<file path="src/pkg/reset_state_control_defines.svh">
// register offsets, field positions, reset values and timing counts of the reset state block
`ifndef RESET_STATE_CONTROL_DEFINES_SVH
`define RESET_STATE_CONTROL_DEFINES_SVH

// ============================================================
// register offsets (byte addresses)
`define RSC_WDT_CTRL_OFFSET   8'h00
`define RSC_RST_FLAGS_OFFSET  8'h04
`define RSC_STATUS_OFFSET     8'h08
`define RSC_WDT_COUNT_OFFSET  8'h0c

// ============================================================
// watchdog control layout and reset value
`define RSC_WDT_CTRL_RESET    8'h53
`define RSC_EN_FIELD_MSB      7
`define RSC_EN_FIELD_LSB      3
`define RSC_SEL_MSB           2
`define RSC_EN_GOOD_A         5'h0a
`define RSC_EN_GOOD_B         5'h15

// ============================================================
// reset flag and status layout
`define RSC_FLAG_CTRLW_BIT    0
`define RSC_FLAG_SUPPLY_BIT   2
`define RSC_STAT_TO_BIT       0
`define RSC_STAT_PD_BIT       1
`define RSC_STAT_WDT_EN_BIT   2
`define RSC_STAT_WAIT_BIT     3
`define RSC_STAT_CAUSE_LSB    4
`define RSC_STAT_CAUSE_MSB    6

// ============================================================
// counts
`define RSC_WDT_WIDTH         18
`define RSC_SRESET_CYCLES     16
`define RSC_DROP_QUAL_CYCLES  4

`endif

</file>
<file path="src/pkg/reset_state_control_pkg.sv">
// types shared by the reset state block and its bench
package reset_state_control_pkg;

  typedef enum logic [1:0] {
    MODE_FAST,
    MODE_SLOW,
    MODE_IDLE,
    MODE_SLEEP
  } run_mode_t;

  typedef enum logic [2:0] {
    CAUSE_POWER_ON,
    CAUSE_SUPPLY_DROP,
    CAUSE_WDT_RUN,
    CAUSE_WDT_LOW_POWER,
    CAUSE_CTRL_WRITE
  } reset_cause_t;

  typedef enum logic [0:0] {
    SEQ_RUN,
    SEQ_SRESET_WAIT
  } seq_state_t;

  // one-cycle reset commands to the core and peripherals
  typedef struct packed {
    logic pc_zero;
    logic sp_top;
    logic sp_zero;
    logic regs_init;
    logic int_disable;
    logic wdt_tb_clear;
    logic timers_off;
    logic ports_input;
  } reset_actions_t;

  typedef struct packed {
    logic timeout;
    logic power_down;
  } reset_flags_t;

endpackage

</file>
<file path="src/reset_state_control.sv">
// reset cause decoding, status flags, watchdog and apb register file
//
// Added by the designer: the APB interface to the registers and the address map.
`timescale 1ns/1ps
`include "reset_state_control_defines.svh"

// Operation
// RL1 - watchdog time-out in fast or slow mode acts as power-on reset, time-out flag set
// RL2 - watchdog time-out in idle or sleep clears only pc and sp, sets time-out flag
// RL3 - supply-drop reset in fast or slow mode keeps time-out and power-down flags
// RL4 - run-mode watchdog reset sets time-out flag, keeps power-down flag
// RL5 - low-power watchdog reset sets both time-out and power-down flags
// RL6 - power-on reset disables every interrupt enable
// RL7 - power-on reset clears watchdog and time bases; watchdog counts at once
// RL8 - power-on reset turns every timer module off
// RL9 - power-on reset makes every port pin an input
// RL10 - power-on reset points stack pointer at top of return stack
// RL11 - power-on reset loads zero into program counter
// RL12 - qualified supply-drop reset sets its flag; only software clears it (the code also clears it on power-on reset)
// RL13 - invalid watchdog enable code resets after a delay and sets write flag
// RL14 - power-on reset clears time-out and power-down flags

module reset_state_control #(
  parameter int SRESET_CYCLES    = `RSC_SRESET_CYCLES,
  parameter int DROP_QUAL_CYCLES = `RSC_DROP_QUAL_CYCLES
) (
  input  wire logic                                    clk_i,
  input  wire logic                                    srst_i,
  input  wire reset_state_control_pkg::run_mode_t      run_mode_i,
  input  wire logic                                    lirc_tick_i,
  input  wire logic                                    clr_wdt_i,
  input  wire logic                                    halt_i,
  input  wire logic                                    supply_low_i,
  input  wire logic                                    psel_i,
  input  wire logic                                    penable_i,
  input  wire logic                                    pwrite_i,
  input  wire logic [7:0]                              paddr_i,
  input  wire logic [31:0]                             pwdata_i,
  output logic      [31:0]                             prdata_o,
  output logic                                         pready_o,
  output logic                                         pslverr_o,
  output reset_state_control_pkg::reset_actions_t      reset_actions_o,
  output reset_state_control_pkg::reset_flags_t        flags_o,
  output logic                                         wdt_enabled_o
);
  import reset_state_control_pkg::*;

  localparam int WDT_W = `RSC_WDT_WIDTH;
  localparam int LQW   = $clog2(DROP_QUAL_CYCLES + 1);
  localparam int SR_BOUND = SRESET_CYCLES + 2;
  localparam reset_actions_t POR_ACTIONS = '{pc_zero: 1'b1, sp_top: 1'b1, sp_zero: 1'b0,
                                             regs_init: 1'b1, int_disable: 1'b1,
                                             wdt_tb_clear: 1'b1, timers_off: 1'b1,
                                             ports_input: 1'b1};
  localparam reset_actions_t LOWPOW_ACTIONS = '{pc_zero: 1'b1, sp_zero: 1'b1, default: 1'b0};

  // ============================================================
  // functions
  function automatic logic en_code_ok(input logic [7:0] ctrl);
    logic [4:0] f;
    f = ctrl[`RSC_EN_FIELD_MSB:`RSC_EN_FIELD_LSB];
    return (f == `RSC_EN_GOOD_A) || (f == `RSC_EN_GOOD_B);
  endfunction

  function automatic logic [WDT_W-1:0] wdt_limit(input logic [2:0] sel);
    logic [4:0] sh;
    case (sel)
      3'h0:    sh = 5'd8;
      3'h1:    sh = 5'd10;
      3'h2:    sh = 5'd12;
      3'h3:    sh = 5'd14;
      3'h4:    sh = 5'd15;
      3'h5:    sh = 5'd16;
      3'h6:    sh = 5'd17;
      default: sh = 5'd18;
    endcase
    return {WDT_W{1'b1}} >> (5'(WDT_W) - sh);
  endfunction

  // ============================================================
  // state
  logic [7:0]        wdt_ctrl_reg;
  logic [WDT_W-1:0]  wdt_cnt_reg;
  logic [LQW-1:0]    drop_cnt_reg;
  logic [15:0]       sreset_cnt_reg;
  seq_state_t        seq_reg;
  logic              timeout_reg;
  logic              pd_flag_reg;
  logic              supply_flag_reg;
  logic              ctrlw_flag_reg;
  reset_cause_t      cause_reg;
  reset_actions_t    actions_reg;
  logic [31:0]       prdata_reg;
  logic              pready_reg;
  logic              pslverr_reg;
  logic              wdt_en_reg;

  // ============================================================
  // event decode
  logic low_power;
  logic wdt_en;
  logic wdt_timeout;
  logic drop_event;
  logic wdt_run_event;
  logic wdt_lp_event;
  logic ctrl_event;
  logic full_rst;
  logic apb_wr;
  logic bad_ctrl_wr;
  logic mapped;

  assign low_power   = (run_mode_i == MODE_IDLE) || (run_mode_i == MODE_SLEEP);
  assign wdt_en      = en_code_ok(wdt_ctrl_reg);
  assign wdt_timeout = wdt_en && lirc_tick_i &&
                       (wdt_cnt_reg == wdt_limit(wdt_ctrl_reg[`RSC_SEL_MSB:0]));
  // short dips are ignored; detector is off in idle and sleep
  assign drop_event  = supply_low_i && !low_power &&
                       (drop_cnt_reg == LQW'(DROP_QUAL_CYCLES - 1));
  assign wdt_run_event = wdt_timeout && !low_power && !drop_event;
  assign wdt_lp_event  = wdt_timeout && low_power;
  assign ctrl_event    = (seq_reg == SEQ_SRESET_WAIT) && (sreset_cnt_reg == 16'h0000) &&
                         !drop_event && !wdt_timeout;
  assign full_rst      = drop_event || wdt_run_event || ctrl_event;

  assign mapped = (paddr_i == `RSC_WDT_CTRL_OFFSET) || (paddr_i == `RSC_RST_FLAGS_OFFSET) ||
                  (paddr_i == `RSC_STATUS_OFFSET) || (paddr_i == `RSC_WDT_COUNT_OFFSET);
  assign apb_wr = psel_i && penable_i && pready_reg && pwrite_i && mapped;
  assign bad_ctrl_wr = apb_wr && (paddr_i == `RSC_WDT_CTRL_OFFSET) && !en_code_ok(pwdata_i[7:0]);

  // ============================================================
  // supply-drop qualification
  always_ff @(posedge clk_i) begin
    if (srst_i || !supply_low_i || low_power) begin
      drop_cnt_reg <= '0;
    end else if (drop_cnt_reg != LQW'(DROP_QUAL_CYCLES)) begin
      drop_cnt_reg <= drop_cnt_reg + LQW'(1);
    end
  end

  // ============================================================
  // watchdog control register and counter
  always_ff @(posedge clk_i) begin
    if (srst_i || full_rst) begin
      wdt_ctrl_reg <= `RSC_WDT_CTRL_RESET;
    end else if (apb_wr && paddr_i == `RSC_WDT_CTRL_OFFSET && seq_reg == SEQ_RUN) begin
      wdt_ctrl_reg <= pwdata_i[7:0];
    end
  end

  always_ff @(posedge clk_i) begin
    if (srst_i || full_rst || wdt_lp_event || clr_wdt_i || halt_i || bad_ctrl_wr) begin
      wdt_cnt_reg <= '0; // RL7
    end else if (wdt_en && lirc_tick_i) begin
      wdt_cnt_reg <= wdt_cnt_reg + WDT_W'(1); // RL7
    end
  end

  // ============================================================
  // delayed reset after an invalid enable code
  always_ff @(posedge clk_i) begin
    if (srst_i || full_rst || wdt_lp_event) begin
      seq_reg        <= SEQ_RUN;
      sreset_cnt_reg <= 16'h0000;
    end else begin
      case (seq_reg)
        SEQ_RUN: begin
          if (bad_ctrl_wr) begin
            seq_reg        <= SEQ_SRESET_WAIT; // RL13
            sreset_cnt_reg <= 16'(SRESET_CYCLES - 1);
          end
        end
        SEQ_SRESET_WAIT: begin
          if (sreset_cnt_reg != 16'h0000) begin
            sreset_cnt_reg <= sreset_cnt_reg - 16'h0001;
          end
        end
        default: begin
          seq_reg <= SEQ_RUN;
        end
      endcase
    end
  end

  // ============================================================
  // time-out and power-down flags
  always_ff @(posedge clk_i) begin
    if (srst_i) begin
      timeout_reg <= 1'b0; // RL14
    end else if (wdt_run_event || wdt_lp_event) begin
      timeout_reg <= 1'b1; // RL1 RL2 RL4 RL5
    end else if (clr_wdt_i || halt_i) begin
      timeout_reg <= 1'b0;
    end
  end

  // supply-drop and run-mode watchdog resets leave power-down untouched
  always_ff @(posedge clk_i) begin // RL3 RL4
    if (srst_i) begin
      pd_flag_reg <= 1'b0; // RL14
    end else if (wdt_lp_event || halt_i) begin
      pd_flag_reg <= 1'b1; // RL5
    end else if (clr_wdt_i) begin
      pd_flag_reg <= 1'b0;
    end
  end

  // ============================================================
  // sticky reset flags: hardware set wins over a software clear
  always_ff @(posedge clk_i) begin
    if (srst_i) begin
      supply_flag_reg <= 1'b0;
    end else if (drop_event) begin
      supply_flag_reg <= 1'b1; // RL12
    end else if (apb_wr && paddr_i == `RSC_RST_FLAGS_OFFSET &&
                 !pwdata_i[`RSC_FLAG_SUPPLY_BIT]) begin
      supply_flag_reg <= 1'b0; // RL12
    end
  end

  always_ff @(posedge clk_i) begin
    if (srst_i) begin
      ctrlw_flag_reg <= 1'b0;
    end else if (ctrl_event) begin
      ctrlw_flag_reg <= 1'b1; // RL13
    end else if (apb_wr && paddr_i == `RSC_RST_FLAGS_OFFSET &&
                 !pwdata_i[`RSC_FLAG_CTRLW_BIT]) begin
      ctrlw_flag_reg <= 1'b0;
    end
  end

  // ============================================================
  // reset commands and last cause
  always_ff @(posedge clk_i) begin
    if (srst_i) begin
      actions_reg <= POR_ACTIONS; // RL6 RL7 RL8 RL9 RL10 RL11
      cause_reg   <= CAUSE_POWER_ON;
    end else if (drop_event) begin
      actions_reg <= POR_ACTIONS;
      cause_reg   <= CAUSE_SUPPLY_DROP;
    end else if (wdt_run_event) begin
      actions_reg <= POR_ACTIONS; // RL1
      cause_reg   <= CAUSE_WDT_RUN;
    end else if (wdt_lp_event) begin
      actions_reg <= LOWPOW_ACTIONS; // RL2
      cause_reg   <= CAUSE_WDT_LOW_POWER;
    end else if (ctrl_event) begin
      actions_reg <= POR_ACTIONS; // RL13
      cause_reg   <= CAUSE_CTRL_WRITE;
    end else begin
      actions_reg <= '0;
    end
  end

  // ============================================================
  // apb slave: data captured in setup, answered in first access cycle
  logic [31:0] rd_mux;

  always_comb begin
    rd_mux = 32'h0000_0000;
    case (paddr_i)
      `RSC_WDT_CTRL_OFFSET:  rd_mux[7:0] = wdt_ctrl_reg;
      `RSC_RST_FLAGS_OFFSET: begin
        rd_mux[`RSC_FLAG_SUPPLY_BIT] = supply_flag_reg;
        rd_mux[`RSC_FLAG_CTRLW_BIT]  = ctrlw_flag_reg;
      end
      `RSC_STATUS_OFFSET: begin
        rd_mux[`RSC_STAT_TO_BIT]     = timeout_reg;
        rd_mux[`RSC_STAT_PD_BIT]     = pd_flag_reg;
        rd_mux[`RSC_STAT_WDT_EN_BIT] = wdt_en;
        rd_mux[`RSC_STAT_WAIT_BIT]   = (seq_reg == SEQ_SRESET_WAIT);
        rd_mux[`RSC_STAT_CAUSE_MSB:`RSC_STAT_CAUSE_LSB] = cause_reg;
      end
      `RSC_WDT_COUNT_OFFSET: rd_mux[WDT_W-1:0] = wdt_cnt_reg;
      default:               rd_mux = 32'h0000_0000;
    endcase
  end

  always_ff @(posedge clk_i) begin
    if (srst_i) begin
      pready_reg  <= 1'b0;
      pslverr_reg <= 1'b0;
      prdata_reg  <= 32'h0000_0000;
    end else begin
      pready_reg  <= psel_i && !penable_i;
      pslverr_reg <= psel_i && !penable_i && !mapped;
      if (psel_i && !penable_i) begin
        prdata_reg <= pwrite_i ? 32'h0000_0000 : rd_mux;
      end
    end
  end

  always_ff @(posedge clk_i) begin
    if (srst_i) begin
      wdt_en_reg <= 1'b0;
    end else begin
      wdt_en_reg <= wdt_en;
    end
  end

  assign prdata_o        = prdata_reg;
  assign pready_o        = pready_reg;
  assign pslverr_o       = pslverr_reg;
  assign reset_actions_o = actions_reg;
  assign flags_o         = '{timeout: timeout_reg, power_down: pd_flag_reg};
  assign wdt_enabled_o   = wdt_en_reg;
endmodule

</file>
<file path="config.mk">
export PLATFORM = sky130hd
export DESIGN_NAME = reset_state_control
export DESIGN_NICKNAME = d
export VERILOG_FILES = /design/src/pkg/reset_state_control_pkg.sv /design/src/reset_state_control.sv
export VERILOG_INCLUDE_DIRS = /design/src /design/src/pkg
export SDC_FILE = /design/constraint.sdc
export NUM_CORES = 1
export LEC_CHECK = 0
export BUFFER_PORTS_ARGS = -buffer_cell sky130_fd_sc_hd__buf_4
export CORE_MARGIN = 3
export CORE_UTILIZATION = 58
export DETAILED_ROUTE_END_ITERATION = 8
export PLACE_DENSITY = 0.95
export SETUP_SLACK_MARGIN = 0.1
export SLEW_MARGIN = 20
export SYNTH_ARGS = -nofsm -noshare
export SYNTH_HDL_FRONTEND = slang
export SYNTH_SLANG_ARGS = --single-unit
</file>
<file path="constraint.sdc">
create_clock -name clk_i -period 3.6 [get_ports clk_i]
set_clock_uncertainty 0.15 [all_clocks]
set_input_delay 0.72 -clock clk_i [delete_from_list [all_inputs] [get_ports clk_i]]
set_output_delay 0.72 -clock clk_i [all_outputs]
set_load 0.03 [all_outputs]
</file>
# Word level (Yosys, flattened, before mapping)

Index checks and enable logic that the tools add are counted.

Output and inout port bits: 45
Logic and storage cells: 140
Bits of input ports: 51
Bits in registers: 96

Reduce and logical (&&, ||, !) cells: 63
Muxes and demuxes: 27
Equality and inequality tests: 20
Bitwise logic cells: 1
Shifts and indexed selects: 1
$add $sub $neg: 4

Operators by type and width:

| kind                    | count |
|---|---|
| $pmux W5 S7             | 1 |
| $mux W16                | 2 |
| $pmux W16 S2            | 1 |
| $logic_and A1 B1 Y1     | 22 |
| $add A18 B1 Y18 const B | 1 |
| $eq A18 B18 Y1          | 1 |
| $logic_or A1 B1 Y1      | 18 |
| $mux W18                | 1 |
| $shr A18 B5 Y18 const A | 1 |
| $eq A8 B4 Y1 const B    | 2 |
| $logic_not A16 Y1       | 1 |
| $reduce_bool A16 Y1     | 1 |
| $sub A16 B1 Y16 const B | 1 |
| $pmux W4 S3             | 1 |
| $mux W1                 | 11 |
| $eq A5 B4 Y1 const B    | 2 |
| $eq A5 B5 Y1 const B    | 2 |
| $mux W10                | 1 |
| $eq A3 B2 Y1 const B    | 3 |
| $eq A3 B3 Y1 const B    | 3 |
| $logic_not A1 Y1        | 9 |
| $eq A8 B3 Y1 const B    | 1 |
| $logic_not A8 Y1        | 1 |
| $mux W8                 | 1 |
| other kinds (21)        | 28 |

# Longest topological paths before layout

Gate-level depths: netlist of run 1.

Depth after elaboration: 15
Depth in mapped cells: 10
Depth with buffers taken out: 9

# Least setup slack after synthesis of run 1

OpenSTA, ideal clock, no wires.

Path type: input port to flip-flop
Start: input paddr_i[1]
End: register prdata_reg[10], in the netlist prdata_o[10]
Data arrival time: 2.176 ns
Slack: 1.208 ns
Data required time: 3.385 ns
Path buffers: 1
Cell stages on the path: 7
Library setup time: 0.065 ns
Cells stage by stage: nor4_1 -> nand2_1 -> nor3_2 -> and3_1 -> clkbuf_1 -> a22oi_1 -> nor2_1

Cells in the longest elaborated chain, start to end: 3

RTL lines:

| item                 | RTL line                   | source |
|---|---|---|
| start, declared      | reset_state_control.sv:37  | `input wire logic [7:0] paddr_i,` |
| $eq A8 B4 Y1         | reset_state_control.sv:260 | `case (paddr_i)` |
| $mux W10             | reset_state_control.sv:260 |  |
| $mux W18             | reset_state_control.sv:287 | `prdata_reg <= pwrite_i ? 32'h0000_0000 : rd_mux;` |
| end signal, assigned | reset_state_control.sv:287 |  |
| end, declared        | reset_state_control.sv:93  | `logic [31:0] prdata_reg;` |

Every way passes these cells.
A chain may end at the register's enable or synchronous reset.

# Worst setup path in the final report of run 1

Start: register wdt_ctrl_reg[6]
End: register sreset_cnt_reg[11]

Cells in the longest elaborated chain, start to end: 10
Elaborated cells on any way between the ends: 14
Classes of those cells: 2 x eq/ne; 12 x reduce/logical

RTL lines:

| item                                                          | RTL line                   | source |
|---|---|---|
| start, declared                                               | reset_state_control.sv:82  | `logic [7:0] wdt_ctrl_reg;` |
| start signal, assigned                                        | reset_state_control.sv:144 | `` wdt_ctrl_reg <= `RSC_WDT_CTRL_RESET; `` |
| start signal, assigned                                        | reset_state_control.sv:146 | `wdt_ctrl_reg <= pwdata_i[7:0];` |
| $eq A5 B4 Y1 (no line) / $eq A5 B5 Y1 (equally long branches) | --                         |  |
| $logic_or A1 B1 Y1 *                                          | reset_state_control.sv:62  | `` return (f == `RSC_EN_GOOD_A) \|\| (f == `RSC_EN_GOOD_B); `` |
| $logic_and A1 B1 Y1 * (2 in series)                           | reset_state_control.sv:114 | `assign wdt_timeout = wdt_en && lirc_tick_i &&` |
| $logic_and A1 B1 Y1 (2 in series)                             | reset_state_control.sv:119 | `assign wdt_run_event = wdt_timeout && !low_power && !drop_event;` |
| $logic_or A1 B1 Y1 (2 in series)                              | reset_state_control.sv:123 | `assign full_rst = drop_event \|\| wdt_run_event \|\| ctrl_event;` |
| $logic_or A1 B1 Y1                                            | reset_state_control.sv:161 | `if (srst_i \|\| full_rst \|\| wdt_lp_event) begin` |
| $logic_or A1 B1 Y1 *                                          | reset_state_control.sv:161 |  |
| end signal, assigned                                          | reset_state_control.sv:169 | `sreset_cnt_reg <= 16'(SRESET_CYCLES - 1);` |
| end signal, assigned                                          | reset_state_control.sv:174 | `sreset_cnt_reg <= sreset_cnt_reg - 16'h0001;` |
| end, declared                                                 | reset_state_control.sv:85  | `logic [15:0] sreset_cnt_reg;` |

Every way passes the cells marked *; elsewhere a longest branch is shown, timed or not.

==> impl_metrics.env, run 1 <==
export IMPL_worst_slew_pin_slew_ps=645
export IMPL_cts_root_buffer="clkbuf_8"
export IMPL_period_share_pct=74.7
export IMPL_grt_pass1_wl_um=15300
export IMPL_crit_fanout=12
export IMPL_die_x_um=87.9
export IMPL_firstDrtPassIters=5
export IMPL_grt_usage_pct=25.4
export IMPL_start_kind="flip-flop"
export IMPL_clock_sinks=77
export IMPL_finalCriticalPeriod_ps=2690
export IMPL_cts_buffers=9
export IMPL_rsz0062_at_grt="false"
export IMPL_slew_violations=0
export IMPL_cp_required_ps=3680
export IMPL_finalPower_mw=1.63
export IMPL_synth_top_cell_area_share_pct=39.7
export IMPL_pre_cts_ws_ps=1010
export IMPL_vdd_drop_max_uv=242
export IMPL_hold_violations=0
export IMPL_antenna_found_initial=0
export IMPL_yosysSeqAreaShare_pct=39.7
export IMPL_pin_count=96
export IMPL_cts_max_level=3
export IMPL_hold_ws_ps=329
export IMPL_p_leak_nw=1.70
export IMPL_outcome="finished clean"
export IMPL_cts_setup_buffers=0
export IMPL_yosys_cell_types_count=64
export IMPL_tns_ps=0
export IMPL_multi_input_area_mm2=0.00207
export IMPL_yosysWarnings=0
export IMPL_cts_tree="built"
export IMPL_drtIter0Drc=281
export IMPL_drc=0
export IMPL_path_class="reg -> reg"
export IMPL_register_area_mm2=0.00154
export IMPL_setup_ws_ps=909
export IMPL_coreArea_mm2=0.00642
export IMPL_via_per_inst=6.06
export IMPL_syn_mean_instance_area_um2=8.90
export IMPL_max_slew_margin_pct=56.6
export IMPL_dieArea_mm2=0.00772
export IMPL_yosys_top_cells_area="dfxtp_1 40%, nor2_1 7.5%, xnor2_1 6.1%"
export IMPL_ant_nets=0
export IMPL_wl_per_cell_um=16.3
export IMPL_hp_class="reg -> reg"
export IMPL_portBuffers=56
export IMPL_path_clk_slew_ps=80
export IMPL_grt_start_max_net_pins=30
export IMPL_insertion_delay_ps=360
export IMPL_fp_row_count=29
export IMPL_yosysMostFrequentCell="nor2_1"
export IMPL_antenna_cells=0
export IMPL_ys_flop_type="dfxtp_1"
export IMPL_vias=3418
export IMPL_synth_edf_count=0
export IMPL_initial_core_util_pct=60.5
export IMPL_yosysTopAreaCell="dfxtp_1"
export IMPL_pwr_density_cell_mw_per_mm2=370
export IMPL_synthArstFlopShare_pct=0
export IMPL_max_freq_ghz=0.372
export IMPL_worst_setup_path_end_kind="flip-flop"
export IMPL_detail_route_wirelength_um=9220
export IMPL_grt_pass1_vias=3244
export IMPL_post_cts_resized=0
export IMPL_drive_gt1_share_pct=20.3
export IMPL_area_delta_synth_final_pct=13.7
export IMPL_place_hpwl_um=6680
export IMPL_cap_violations=0
export IMPL_arrival_ps=2770
export IMPL_cts_hold_buf=0
export IMPL_yosys_top_cells_count="78 x nor2_1, 77 x dfxtp_1, 27 x xnor2_1"
export IMPL_fin_nets=540
export IMPL_setup_viol=0
export IMPL_n_fill_cell=453
export IMPL_syn_area_mm2=0.00389
export IMPL_routabilityCongestion=0.874
export IMPL_synthCells=437
export IMPL_die_y_um=87.9
export IMPL_synth_seq_cells=77
export IMPL_gr_total_overflow=0
export IMPL_ctsLongestPathBuffers=2
[routing by layer]
metal  vias up  track usage [%]  wire length (um)
met5         -                0                 0
met1      1614             31.4              3730
met4         0             10.7               281
li1       1603                -                 -
met2       169             42.4              4600
met3        32             6.11               605
[worst paths after layout]
path | from | to | slack [ps] | cells after the start
max | wdt_ctrl_reg[6] | sreset_cnt_reg[11] | 910 | 7
min | cause_reg[1] | cause_reg[1] | 330 | 2
max reg2reg | wdt_ctrl_reg[6] | sreset_cnt_reg[11] | 910 | 7
min reg2reg | cause_reg[1] | cause_reg[1] | 330 | 2
[cells in the final DEF, fill, tap and decap left out, types with 13 or more instances in the layout]
| cell | instances |
|---|---|
| nor2_1 | 78 |
| dfxtp_1 | 77 |
| buf_4 | 62 |
| xnor2_1 | 27 |
| nand2_1 | 25 |
| nor3_1 | 18 |
| a22oi_1 | 16 |
| conb_1 | 14 |
| nand3_1 | 13 |
[kinds of logic after synthesis]
family	Yosys count	synth area share, %
fa+ha+maj	6	1.93
mux	20	6.08
simple gates	192	25.4
flops	77	39.7
other cells	1	0.0965
buf+inv	53	8.37
xor+xnor	33	7.43
compound gates	55	11.0
[where the power goes]
| group | internal, mW | switching [mW] |
|---|---|---|
| clock | 0.337 | 0.319 |
| sequential | 0.855 | 0.00387 |
| combinational | 0.0409 | 0.0782 |
| total | 1.23 | 0.401 |
[metrics by stage]
| stage | utilization, % | instance area, um2 | std cells |
|---|---|---|---|
| after floorplan | - | 3940 | 450 |
| after global placement | 65.7 | 4220 | 549 |
| after detailed placement | 65.7 | 4220 | 549 |
| after CTS | 68.8 | 4420 | 564 |
| after global routing | 68.8 | 4420 | 564 |
| final | 68.8 | 4420 | 564 |
[final cells by class]
class,instances,share of cell area (%)
timing repair buffer,62,10.5
clock inverter,5,1.36
inverter,13,1.10
sequential,77,34.9
tap,77,2.18
clock buffer,10,3.11
multi-input combinational,320,46.8
[worst max-delay path: stages (launching register included)]
cell and delay (ps):
dfxtp_1 400, or4bb_1 540, o22ai_1 230, buf_4 250, and2b_2 190, o2111ai_4 220, nand3_1 460, nor2_1 110
(Power assumes the default switching activity.)
==> inputs of run 2 (changes only) <==
--- a/config.mk
+++ b/config.mk
@@ -6,11 +6,12 @@
 export SDC_FILE = /design/constraint.sdc
 export NUM_CORES = 1
 export LEC_CHECK = 0
+export ABC_AREA = 1
 export BUFFER_PORTS_ARGS = -buffer_cell sky130_fd_sc_hd__buf_4
 export CORE_MARGIN = 3
-export CORE_UTILIZATION = 58
+export CORE_UTILIZATION = 55
 export DETAILED_ROUTE_END_ITERATION = 8
-export PLACE_DENSITY = 0.95
+export PLACE_DENSITY = 0.91
 export SETUP_SLACK_MARGIN = 0.1
 export SLEW_MARGIN = 20
 export SYNTH_ARGS = -nofsm -noshare
==> constraint.sdc (replaced) <==
create_clock -name clk_i -period 2.6 [get_ports clk_i]
set_clock_uncertainty 0.15 [all_clocks]
set_input_delay 0.52 -clock clk_i [delete_from_list [all_inputs] [get_ports clk_i]]
set_output_delay 0.52 -clock clk_i [all_outputs]
set_load 0.03 [all_outputs]
==> run 2 against run 1 <==
  * First-iteration DRC count fell by 6.4%
  * Area after synthesis rose by 15%
  * Core utilization fell by 4.4 points
  * Setup slack got worse by 580 ps
  * Combinational power rose by 35%
  * Cell count rose by 42%
  * Synthesized cell count rose by 47%
  * Cell area rose by 14%
  * Highest routed layer unchanged
  * Non-clock buffer count rose by 3
  * Critical path type unchanged
==> impl_metrics.env, run 2 <==
export IMPL_gr_total_overflow=0
export IMPL_yosysWarnings=0
export IMPL_max_slew_margin_pct=63.9
export IMPL_synth_top_cell_area_share_pct=34.6
export IMPL_startpoint="sreset_cnt_reg[0]"
export IMPL_hold_violations=0
export IMPL_vias=4267
export IMPL_cts_root_buffer="clkbuf_8"
export IMPL_met3_usage_pct=3.67
export IMPL_syn_mean_instance_area_um2=6.94
export IMPL_drc=0
export IMPL_syn_area_mm2=0.00446
export IMPL_final_cells=800
export IMPL_start_kind="flip-flop"
export IMPL_worst_setup_path_end_kind="flip-flop"
export IMPL_grtUsageMet1_pct=28.4
export IMPL_fin_nets=750
export IMPL_top_usage_layer="met2"
export IMPL_cts_hold_buf=0
export IMPL_grt_start_max_net_pins=25
export IMPL_arrival_ps=2360
export IMPL_yosys_top_cells_area="dfxtp_1 35%, nand2_1 13%, nor2_1 6.8%"
export IMPL_finalCriticalPeriod_ps=2270
export IMPL_tns_ps=0
export IMPL_routabilityCongestion=0.886
export IMPL_cp_required_ps=2690
export IMPL_path_class="reg -> reg"
export IMPL_insertion_delay_ps=350
export IMPL_initial_core_util_pct=57.1
export IMPL_yosysTopAreaCell="dfxtp_1"
export IMPL_period_share_pct=87.5
export IMPL_pwr_density_cell_mw_per_mm2=432
export IMPL_hold_ws_ps=318
export IMPL_yosysMostFrequentCell="nand2_1"
export IMPL_rsz0062_at_grt="false"
export IMPL_final_common_cell="nand2_1"
export IMPL_synth_seq_cells=77
export IMPL_yosysSeqAreaShare_pct=34.6
export IMPL_cts_setup_buffers=0
export IMPL_use_met2_pct=42.9
export IMPL_dp_cells=784
export IMPL_vdd_drop_max_uv=278
export IMPL_portBuffers=56
export IMPL_slew_violations=0
export IMPL_die_y_um=96.0
export IMPL_path_clk_slew_ps=90
export IMPL_via_per_inst=5.33
export IMPL_n_fill_cell=666
export IMPL_dieArea_mm2=0.00922
export IMPL_cts_max_level=3
export IMPL_layout_common_cells="157 x nand2_1, 81 x nor2_1, 77 x dfxtp_1"
export IMPL_drtIter0Drc=263
export IMPL_detail_route_wirelength_um=10600
export IMPL_coreArea_mm2=0.00781
export IMPL_p_leak_nw=2.18
export IMPL_crit_fanout=5
export IMPL_path_cells="inv_1 > ha_1 > nand2_1 > nor2_1 > nand3_1 > nor4_1 > a21oi_2 > nand2_2 > nor2_1"
export IMPL_max_freq_ghz=0.440
export IMPL_hp_class="reg -> reg"
export IMPL_slowest_stage="nor4_1"
export IMPL_place_area_mm2=0.00485
export IMPL_crit_top_cell="nor2_1"
export IMPL_cap_violations=0
export IMPL_place_hpwl_um=8000
export IMPL_firstDrtPassIters=6
export IMPL_grt_pass1_vias=3980
export IMPL_area_delta_synth_final_pct=12.9
export IMPL_cts_tree="built"
export IMPL_yosys_cell_types_count=37
export IMPL_cp_slowest_stage_delay_ps=420
export IMPL_antenna_found_initial=0
export IMPL_ys_flop_type="dfxtp_1"
export IMPL_ant_nets=0
export IMPL_cts_buffers=9
export IMPL_synthArstFlopShare_pct=0
export IMPL_grt_pass1_wl_um=17500
export IMPL_pin_count=96
export IMPL_hp_start="prdata_o[16]"
export IMPL_setup_viol=0
export IMPL_worst_slew_pin_slew_ps=537
export IMPL_fp_row_count=32
export IMPL_drive_gt1_share_pct=18.1
export IMPL_synthCells=642
export IMPL_die_x_um=96.0
export IMPL_grt_usage_pct=24.1
export IMPL_outcome="finished clean"
export IMPL_yosys_top_cells_count="157 x nand2_1, 81 x nor2_1, 77 x dfxtp_1"
export IMPL_wl_per_cell_um=13.2
export IMPL_fin_area_mm2=0.00503
export IMPL_post_cts_resized=0
export IMPL_reg2reg_from="sreset_cnt_reg[0]"
export IMPL_synth_edf_count=0
export IMPL_antenna_cells=0
export IMPL_clock_sinks=77
export IMPL_ctsLongestPathBuffers=2
## run 2: logic make-up (layout without fill, tap and decap cells)
logic type	Yosys count	after routing	share of synthesized area, %
buffers and inverters	112	155	12.3
xor gates and xnor gates	29	29	5.87
and+or+nand+nor	350	350	37.4
DFF	77	77	34.6
other	1	14	0.0842
muxes	1	1	0.253
adders and majority gates	6	6	1.68
AOI/OAI and AO/OA	66	66	7.81
## run 2: power by group
part	switching, mW	internal, mW	total [mW]
registers	0.00518	1.18	1.19
logic	0.112	0.0494	0.161
clock network	0.450	0.373	0.823
total	0.567	1.61	2.17
## run 2: stage by stage
stage / utilization, % / power (mW) / setup WS (ps)
floorplan: - / 1.34 / 741
global placement: 62.2 / 1.37 / 459
detailed placement: 62.2 / 1.38 / 385
CTS: 64.4 / 2.19 / 374
global route: 64.4 / 2.25 / 130
finish: 64.4 / 2.17 / 326
## run 2: final timing paths
path                      to  slack (ps)  cells past startpoint
max          wdt_ctrl_reg[2]         330                      9
min             prdata_o[16]         320                      2
max reg2reg  wdt_ctrl_reg[2]         330                      9
min reg2reg     prdata_o[16]         320                      2
## run 2: routing by layer
| metal | wire length (um) | vias to the layer above | part of all wire [%] |
|---|---|---|---|
| met3 | 723 | 31 | 6.8 |
| met5 | 0 | - | 0 |
| met2 | 5270 | 188 | 50 |
| met1 | 4350 | 1935 | 41 |
| met4 | 256 | 0 | 2.4 |
| li1 | - | 2113 | - |
## run 2: worst max-delay path, delay by kind of cell (launching register included)
kind,cells,cell delay [ps]
buf+inv,1,110
simple gates,6,1110
compound gates,1,190
fa+ha+maj,1,230
flops,1,350
## run 2: final cells by class
cell class / instances / area [um2] / area share (%)
Clock buffer: 11 / 141 / 2.81
Multi-Input combinational cell: 466 / 2420 / 48.0
Sequential cell: 77 / 1540 / 30.6
Clock inverter: 5 / 36.3 / 0.721
Inverter: 74 / 280 / 5.57
Timing Repair Buffer: 65 / 488 / 9.70
Tap cell: 102 / 128 / 2.54
